==> src/rtl/cce_defines.vh <==
// Register offsets, field positions, reset values and timing counts for the control channel error block
`ifndef CCE_DEFINES_VH
`define CCE_DEFINES_VH

// ----------------------------------------------------------------
// Register offsets
// ----------------------------------------------------------------
`define CCE_OFS_FAULT_CTL    8'h46
`define CCE_OFS_FAULT_STATUS 8'h47
`define CCE_OFS_SPARE_48     8'h48
`define CCE_OFS_PAGE_SELECT  8'h4c

// ----------------------------------------------------------------
// Fault control fields and reset value
// ----------------------------------------------------------------
`define CCE_CTL_EARLY_ACK    7
`define CCE_CTL_DATA_CHK     6
`define CCE_CTL_ENH_CHK      5
`define CCE_CTL_FTYPE_HI     4
`define CCE_CTL_FTYPE_LO     3
`define CCE_CTL_FBYTE_HI     2
`define CCE_CTL_FBYTE_LO     0
`define CCE_CTL_RESET        8'h20

// ----------------------------------------------------------------
// Fault types
// ----------------------------------------------------------------
`define CCE_FT_NONE          2'h0
`define CCE_FT_CRC_SEL       2'h1
`define CCE_FT_CRC_NEXT      2'h2
`define CCE_FT_DATA_SEL      2'h3

// ----------------------------------------------------------------
// Status fields
// ----------------------------------------------------------------
`define CCE_ST_SEQ           5
`define CCE_ST_INIT_ERR      4
`define CCE_ST_INIT_TO       3
`define CCE_ST_TGT_ERR       2
`define CCE_ST_TGT_TO        1
`define CCE_ST_ECHO          0

// ----------------------------------------------------------------
// Page select fields and reset value
// ----------------------------------------------------------------
`define CCE_PS_READ_HI       5
`define CCE_PS_READ_LO       4
`define CCE_PS_RESET         8'h00

// ----------------------------------------------------------------
// Watchdog
// ----------------------------------------------------------------
`define CCE_WDOG_CYCLES      1000

`endif

==> src/rtl/cce_port_regs.v <==
// One receive port's copy of the control channel error control and status registers
`timescale 1ns/1ps
`include "cce_defines.vh"

module cce_port_regs #(
    parameter WDOG_CYCLES = `CCE_WDOG_CYCLES
) (
    // Clock and reset
    input  wire       i_clk,
    input  wire       i_reset,
    // Register access already paged for this port
    input  wire       i_ctl_wr,
    input  wire [7:0] i_wdata,
    input  wire       i_status_rd,
    // Port link events
    input  wire       i_seq_err,
    input  wire       i_crc_err,
    input  wire       i_lock_err,
    input  wire       i_seq_status,
    input  wire       i_init_wait,
    input  wire       i_tgt_wait,
    input  wire       i_echo_valid,
    input  wire [7:0] i_echo_data,
    input  wire [7:0] i_sent_data,
    input  wire       i_remote_ack,
    input  wire       i_read_start,
    input  wire       i_fwd_byte,
    input  wire       i_fwd_first,
    // Register views
    output wire [7:0] o_ctl,
    output wire [7:0] o_status,
    // Channel effects
    output reg        o_early_ack,
    output reg        o_local_nack,
    output reg        o_abort,
    output reg        o_force_crc,
    output reg        o_force_data
);

    reg  [7:0]  ctl_r;
    reg  [5:0]  flags_r;
    reg  [1:0]  pend_type_r;
    reg         crc_next_r;
    reg  [3:0]  byte_cnt_r;
    reg  [31:0] wdog_r;
    wire        enh = ctl_r[`CCE_CTL_ENH_CHK];
    wire        link_err = i_seq_err | i_crc_err | i_lock_err;
    wire        waiting = i_init_wait | i_tgt_wait;
    wire        wdog_exp = waiting && (wdog_r == WDOG_CYCLES - 1);
    wire        mismatch = i_echo_valid && ctl_r[`CCE_CTL_DATA_CHK] && (i_echo_data != i_sent_data);
    wire [2:0]  cur_idx = i_fwd_first ? 3'h0 : byte_cnt_r[2:0];
    wire        sel_hit = i_fwd_byte && (i_fwd_first || byte_cnt_r < 4'h8)
                          && (cur_idx == ctl_r[`CCE_CTL_FBYTE_HI:`CCE_CTL_FBYTE_LO]);
    wire        seq_view;

    assign seq_view = enh ? flags_r[`CCE_ST_SEQ] : i_seq_status;
    assign o_ctl    = {ctl_r[7:5], pend_type_r, ctl_r[2:0]};
    assign o_status = {2'h0, seq_view, flags_r[4:0]};

    // ----------------------------------------------------------------
    // Control register and single-shot fault injection
    // ----------------------------------------------------------------
    // The fault type field reads back until the selected byte has been forwarded
    always @(posedge i_clk or posedge i_reset) begin
        if (i_reset) begin
            ctl_r       <= `CCE_CTL_RESET;
            pend_type_r <= `CCE_FT_NONE;
            crc_next_r  <= 1'b0;
            byte_cnt_r  <= 4'h0;
            o_force_crc <= 1'b0;
            o_force_data<= 1'b0;
        end else begin
            o_force_crc  <= 1'b0;
            o_force_data <= 1'b0;
            if (i_fwd_byte) begin
                byte_cnt_r <= i_fwd_first ? 4'h1 : (byte_cnt_r == 4'hf ? 4'hf : byte_cnt_r + 4'h1);
            end
            if (crc_next_r && i_fwd_byte && !sel_hit) begin
                o_force_crc <= 1'b1;
                crc_next_r  <= 1'b0;
            end
            if (sel_hit && pend_type_r != `CCE_FT_NONE) begin
                case (pend_type_r)
                    `CCE_FT_CRC_SEL:  o_force_crc  <= 1'b1;
                    `CCE_FT_CRC_NEXT: crc_next_r   <= 1'b1;
                    `CCE_FT_DATA_SEL: o_force_data <= 1'b1;
                    default:          o_force_crc  <= 1'b0;
                endcase
                pend_type_r <= `CCE_FT_NONE;
            end
            if (i_ctl_wr) begin
                ctl_r       <= i_wdata;
                pend_type_r <= i_wdata[`CCE_CTL_FTYPE_HI:`CCE_CTL_FTYPE_LO];
            end
        end
    end

    // ----------------------------------------------------------------
    // Watchdog
    // ----------------------------------------------------------------
    // count while waiting, restart when idle or expired
    always @(posedge i_clk or posedge i_reset) begin
        if (i_reset) begin
            wdog_r <= 32'h0;
        end else if (!waiting || wdog_exp) begin
            wdog_r <= 32'h0;
        end else begin
            wdog_r <= wdog_r + 32'h1;
        end
    end

    // ----------------------------------------------------------------
    // Sticky status flags; set beats clear-on-read
    // ----------------------------------------------------------------
    always @(posedge i_clk or posedge i_reset) begin
        if (i_reset) begin
            flags_r <= 6'h00;
        end else begin
            if (i_status_rd) begin
                flags_r <= 6'h00;
            end
            if (enh && i_seq_err) flags_r[`CCE_ST_SEQ] <= 1'b1;
            if (enh && i_init_wait && link_err) flags_r[`CCE_ST_INIT_ERR] <= 1'b1;
            if (enh && i_init_wait && wdog_exp) flags_r[`CCE_ST_INIT_TO] <= 1'b1;
            if (enh && i_tgt_wait && link_err) flags_r[`CCE_ST_TGT_ERR] <= 1'b1;
            if (i_tgt_wait && wdog_exp) flags_r[`CCE_ST_TGT_TO] <= 1'b1;
            if (enh && mismatch) flags_r[`CCE_ST_ECHO] <= 1'b1;
        end
    end

    // ----------------------------------------------------------------
    // Channel responses
    // ----------------------------------------------------------------
    always @(posedge i_clk or posedge i_reset) begin
        if (i_reset) begin
            o_early_ack  <= 1'b0;
            o_local_nack <= 1'b0;
            o_abort      <= 1'b0;
        end else begin
            o_early_ack  <= ctl_r[`CCE_CTL_EARLY_ACK] && i_read_start;
            o_local_nack <= i_echo_valid && (!i_remote_ack || mismatch);
            o_abort      <= enh && ((waiting && (link_err || wdog_exp)) || mismatch);
        end
    end

endmodule

==> src/rtl/cce_error_regs.v <==
// Paged control channel error registers for four receive ports
//
// Behaviour
// - Reads use page select bits 5:4; writes go to every enabled port.
// - Each port keeps its own control and status registers.
// - Early-ack bit makes internal acknowledge at remote target read start.
// - Data check turns remote ack into local nack on echo mismatch.
// - Enhanced checking, default on, aborts transactions on channel errors.
// - Fault type: none, CRC on byte, CRC on the following forward byte, data error.
// - Each non-zero fault write injects exactly one fault.
// - Byte index 0 to 7 picks the forward byte to corrupt.
// - Sequence flag mirrors port status unless enhanced, then clears on read.
// - Initiator link fault flag when error while awaiting response.
// - Initiator timeout flag when watchdog expires awaiting response.
// - Target link fault flag when error while awaiting response.
// - Target timeout flag on watchdog expiry; clears on read.
// - Serializer echoes data; mismatch sets echo flag, clears on read.
`timescale 1ns/1ps
`include "cce_defines.vh"

module cce_error_regs #(
    parameter NPORTS      = 4,
    parameter WDOG_CYCLES = `CCE_WDOG_CYCLES
) (
    // Clock and reset
    input  wire                i_clk,
    input  wire                i_reset,
    // Local register port
    input  wire                i_reg_wr,
    input  wire                i_reg_rd,
    input  wire [7:0]          i_reg_addr,
    input  wire [7:0]          i_reg_wdata,
    output reg  [7:0]          o_reg_rdata,
    // Per-port link events, one bit or byte per port
    input  wire [NPORTS-1:0]   i_seq_err,
    input  wire [NPORTS-1:0]   i_crc_err,
    input  wire [NPORTS-1:0]   i_lock_err,
    input  wire [NPORTS-1:0]   i_seq_status,
    input  wire [NPORTS-1:0]   i_init_wait,
    input  wire [NPORTS-1:0]   i_tgt_wait,
    input  wire [NPORTS-1:0]   i_echo_valid,
    input  wire [8*NPORTS-1:0] i_echo_data,
    input  wire [8*NPORTS-1:0] i_sent_data,
    input  wire [NPORTS-1:0]   i_remote_ack,
    input  wire [NPORTS-1:0]   i_read_start,
    input  wire [NPORTS-1:0]   i_fwd_byte,
    input  wire [NPORTS-1:0]   i_fwd_first,
    // Per-port channel effects
    output wire [NPORTS-1:0]   o_early_ack,
    output wire [NPORTS-1:0]   o_local_nack,
    output wire [NPORTS-1:0]   o_abort,
    output wire [NPORTS-1:0]   o_force_crc,
    output wire [NPORTS-1:0]   o_force_data
);

    reg  [7:0]          page_r;
    wire [1:0]          rd_port = page_r[`CCE_PS_READ_HI:`CCE_PS_READ_LO];
    wire [8*NPORTS-1:0] ctl_all;
    wire [8*NPORTS-1:0] sts_all;

    // ----------------------------------------------------------------
    // Page select register
    // ----------------------------------------------------------------
    // Top two bits read as zero from the local interface
    always @(posedge i_clk or posedge i_reset) begin
        if (i_reset) begin
            page_r <= `CCE_PS_RESET;
        end else if (i_reg_wr && i_reg_addr == `CCE_OFS_PAGE_SELECT) begin
            page_r <= {2'h0, i_reg_wdata[5:0]};
        end
    end

    // ----------------------------------------------------------------
    // Per-port register copies
    // ----------------------------------------------------------------
    genvar p;
    generate
        for (p = 0; p < NPORTS; p = p + 1) begin : g_port
            wire ctl_wr;
            wire st_rd;
            assign ctl_wr = i_reg_wr && (i_reg_addr == `CCE_OFS_FAULT_CTL) && page_r[p];
            // Only the paged port sees its status read, so other ports keep flags
            assign st_rd  = i_reg_rd && (i_reg_addr == `CCE_OFS_FAULT_STATUS) && (rd_port == p);
            cce_port_regs #(
                .WDOG_CYCLES (WDOG_CYCLES)
            ) u_port (
                .i_clk        (i_clk),
                .i_reset      (i_reset),
                .i_ctl_wr     (ctl_wr),
                .i_wdata      (i_reg_wdata),
                .i_status_rd  (st_rd),
                .i_seq_err    (i_seq_err[p]),
                .i_crc_err    (i_crc_err[p]),
                .i_lock_err   (i_lock_err[p]),
                .i_seq_status (i_seq_status[p]),
                .i_init_wait  (i_init_wait[p]),
                .i_tgt_wait   (i_tgt_wait[p]),
                .i_echo_valid (i_echo_valid[p]),
                .i_echo_data  (i_echo_data[8*p+7:8*p]),
                .i_sent_data  (i_sent_data[8*p+7:8*p]),
                .i_remote_ack (i_remote_ack[p]),
                .i_read_start (i_read_start[p]),
                .i_fwd_byte   (i_fwd_byte[p]),
                .i_fwd_first  (i_fwd_first[p]),
                .o_ctl        (ctl_all[8*p+7:8*p]),
                .o_status     (sts_all[8*p+7:8*p]),
                .o_early_ack  (o_early_ack[p]),
                .o_local_nack (o_local_nack[p]),
                .o_abort      (o_abort[p]),
                .o_force_crc  (o_force_crc[p]),
                .o_force_data (o_force_data[p])
            );
        end
    endgenerate

    // ----------------------------------------------------------------
    // Read data, registered
    // ----------------------------------------------------------------
    // read page mux
    always @(posedge i_clk or posedge i_reset) begin
        if (i_reset) begin
            o_reg_rdata <= 8'h00;
        end else if (i_reg_rd) begin
            case (i_reg_addr)
                `CCE_OFS_FAULT_CTL:    o_reg_rdata <= ctl_all[8*rd_port +: 8];
                `CCE_OFS_FAULT_STATUS: o_reg_rdata <= sts_all[8*rd_port +: 8];
                `CCE_OFS_PAGE_SELECT:  o_reg_rdata <= page_r;
                default:               o_reg_rdata <= 8'h00;
            endcase
        end
    end

endmodule

==> config.mk <==
export PLATFORM = sky130hd
export DESIGN_NAME = cce_error_regs
export DESIGN_NICKNAME = d
export VERILOG_FILES = /design/src/rtl/cce_port_regs.v /design/src/rtl/cce_error_regs.v
export VERILOG_INCLUDE_DIRS = /design/src /design/src/rtl
export SDC_FILE = /design/constraint.sdc
export NUM_CORES = 1
export LEC_CHECK = 0
export BUFFER_PORTS_ARGS = -buffer_cell sky130_fd_sc_hd__buf_4
export CAP_MARGIN = 10
export CORE_MARGIN = 3
export CORE_UTILIZATION = 55
export CTS_CLUSTER_DIAMETER = 100
export CTS_CLUSTER_SIZE = 10
export DETAILED_ROUTE_END_ITERATION = 10
export HOLD_SLACK_MARGIN = 0.15
export PLACE_DENSITY = 0.84
export SLEW_MARGIN = 20
export SYNTH_ARGS = -nofsm -noshare
export SYNTH_HDL_FRONTEND = slang
export SYNTH_SLANG_ARGS = --single-unit
==> constraint.sdc <==
create_clock -name i_clk -period 22.2 [get_ports i_clk]
set_input_delay 2.22 -clock i_clk [delete_from_list [all_inputs] [get_ports i_clk]]
set_output_delay 2.22 -clock i_clk [all_outputs]
set_load 0.03 [all_outputs]
==> results by group <==
Outcome
  • Outcome: completed

Timing
  • Post-Route Skew: 0.007137 ns
  • Count of final setup violators: 0
  • Setup TNS Final: 0 ns
  • Final hold slack: 0.4568 ns
  • FMAX: 246.8 MHz
  • Fin crit period: 4.051 ns
  • Final Hold Viols: 0
  • Rel. slew slack: 0.2675
  • Count of pins over their slew limit: 0
  • Tcrit/Tclk final: 0.1825
  • Final worst slack: 18.15 ns
  • Measured slew at the worst slew-check pin: 1.089 ns
  • RSZ-0062 raised after global routing: false

Die
  • Chip width: 154.5 um
  • Num ports: 156
  • Initial Util: 0.5683
  • CORE AREA: 21350 um2
  • Die Footprint: 23880 um2
  • Die height: 154.5 um
  • Row cnt: 53

Route
  • DRT Pass-1 Iters: 5
  • DRC Markers: 0
  • DR top layer: met4
  • Metal3 WL: 1976 um
  • Routed WL: 27640 um
  • Vias: 9597
  • Vias/cell: 5.950
  • Wl on met1: 11600 um
  • WL/cell: 17.14 um
  • DR iter-0 viols: 809
  • Routed wl met2: 13360 um
  • Routed Antenna Nets: 0

Clocking
  • H-tree level count: 1
  • Num CTS Buffers: 27
  • Longest Clk Path Bufs: 3
  • CTS tree: yes
  • CTS Sinks: 238
  • # hold bufs at CTS: 0
  • Post-CTS setup buffers: 0
  • Clock-pin slew on the worst setup and hold paths: 0.06 ns
  • CTS root buf: clkbuf_16
  • Clock Latency Late Sink: 0.52 ns
  • Post-CTS sizing: 0

Worst setup path
  • CP max stage cell: nor3_1
  • Cell Chain, Critical Path: buf_4, or3b_2, nor3_1, and4b_1, mux2_2
  • Req. time, crit path: 22.60 ns
  • Buf/Inv on CP: 1
  • Crit-path max cell delay: 0.63 ns
  • Worst EP arrival: 4.45 ns
  • Worst Path Max Fanout: 10
  • Critical setup path kind: primary input to flip-flop
  • Startpoint Class: primary input
  • Worst Setup End Kind: flip-flop
  • Top Family by Delay on Critical Path: simple AND/OR/NAND/NOR gates

Synthesis
  • Synthesized area: 12130 um2
  • Post-Syn Nets: 1332
  • Synth Area per Inst: 10.15 um2
  • Asr flop ratio synth: 1.000
  • Post-Synthesis Cells: 1196
  • Number of synthesized flops with an enable pin: 0
  • Ys Warns: 0
  • Yosys reg bits: 238
  • Synth Flop Type: dfrtp_1
  • Seq/Total Area, Yosys: 0.4912
  • Yosys cell types: 54

Power and ir drop
  • Cell Pwr Density: 67.72 nW/um2
  • Leakage: 0.006398 uW
  • Peak supply drop: 47.01 uV

Place
  • Post-placement setup slack: 17.48 ns
  • Count of input and output buffers: 155
  • Hpwl dp: 19630 um
  • Cell Area, Placed: 13400 um2
  • GP Congestion: 0.8544

GRT
  • Gr usage total: 0.2337
  • First-pass GRT wire length: 46630 um
  • Vias in the first global route: 9390
  • Initial antenna violation count: 0
  • Largest net degree at the start of global routing: 87
  • Gr ovfl total: 0

Layout
  • Area grow syn2layout: 16.59%
  • Commonest cells after routing, fill and taps aside: 234 x dfrtp_1, 162 x buf_4, 158 x nor2_1
  • Fillcell total: 1602
  • Commonest non-fill, non-tap cell in the layout: dfrtp_1
  • Fin area: 14150 um2
  • NumNets Final: 1464
  • Fraction of final layout cells sized beyond drive strength 1: 0.1951
  • Diodes inserted: 0

Worst hold path
  • HP Class: flip-flop to flip-flop

Job
  • Max-Cap Viols: 0
==> flip-flops by register name (all words and copies together) (netlist names), 6 cells and up <==
name                       count
g_port.u_port.wdog_r         128
o_reg_rdata                    8
page_r                         6
g_port.u_port.flags_r         24
g_port.u_port.pend_type_r      8
g_port.u_port.byte_cnt_r      16
g_port.u_port.ctl_r           24
==> cells by family (layout without fill, tap and decap cells) <==
kind of cell	count (synthesis)	in the layout	share of synthesized area
compound gates	128	128	0.07280
xor+xnor	148	148	0.1068
fa+ha+maj	8	8	0.008249
buf+inv	91	233	0.03588
flops	238	238	0.4912
mux	50	50	0.05754
simple gates	533	533	0.2275
==> cell type report <==
class                           count  area, um2  area share
Inverter                           31      123.9    0.008756
Sequential cell                   238       5961      0.4213
Multi-Input combinational cell    867       5761      0.4072
Timing Repair Buffer              163       1227     0.08676
Tap cell                          275      344.1     0.02432
Clock buffer                       39      730.7     0.05165
==> worst reg2reg max path, delay by kind of cell (launching register included) <==
kind | cells | cell delay (ns)
compound gates | 1 | 0.65
flops | 1 | 0.43
mux | 1 | 0.29
simple gates | 3 | 1.20
==> worst paths after layout <==
| kind | startpoint | to | slack (ns) | cells past startpoint |
|---|---|---|---|---|
| min in group asynchronous | i_reset | g_port[3].u_port.o_abort | 1.75 | 2 |
| worst min register to register | g_port[2].u_port.wdog_r[0] | g_port[2].u_port.wdog_r[0] | 0.46 | 1 |
| worst max-delay path | i_reg_addr[5] | g_port[0].u_port.ctl_r[2] | 18.15 | 5 |
| worst min-delay path | g_port[2].u_port.wdog_r[0] | g_port[2].u_port.wdog_r[0] | 0.46 | 1 |
| worst max register to register | g_port[0].u_port.wdog_r[27] | g_port[0].u_port.wdog_r[29] | 19.52 | 5 |
| max in group asynchronous | i_reset | g_port[2].u_port.ctl_r[7] | 18.42 | 4 |
==> routing by layer <==
| metal | vias up | GRT usage |
|---|---|---|
| met5 | - | 0 |
| met4 | 0 | 0.06434 |
| met3 | 46 | 0.04505 |
| met2 | 325 | 0.3806 |
| met1 | 4722 | 0.3237 |
| li1 | 4504 | - |
==> Yosys cell counts, drive strengths merged, types with 10 or more instances <==
cell,n,area (um2)
nor3,22,115.1
nor2b,16,100.1
and3,26,162.7
and2,10,62.56
a21oi,32,160.2
mux4,12,270.3
nand4,52,325.3
clkbuf,24,90.09
inv,31,116.4
nand3,61,305.3
nand3b,14,105.1
nand2,76,285.3
nand2b,17,106.4
xor2,70,613.1
nor2,158,593.1
o21ai,20,100.1
buf,36,229.0
dfrtp,234,5856
mux2,38,427.9
nor4,34,212.7
xnor2,78,683.2
and4,15,131.4
==> where the power goes <==
group,internal (uW),switching (uW)
logic,47.9,51.3
clock network,223,161
registers,452,22.0
==> stage by stage <==
stage,power [uW],util,cells
6_report,958.1,0.6625,1613
2_1_floorplan,540.6,-,1196
3_3_place_gp,576.4,0.6276,1574
5_1_grt,1000,0.6625,1613
3_5_place_dp,581.4,0.6276,1574
4_1_cts,966.1,0.6618,1613
Note: power is estimated with default switching activity, not from simulation.
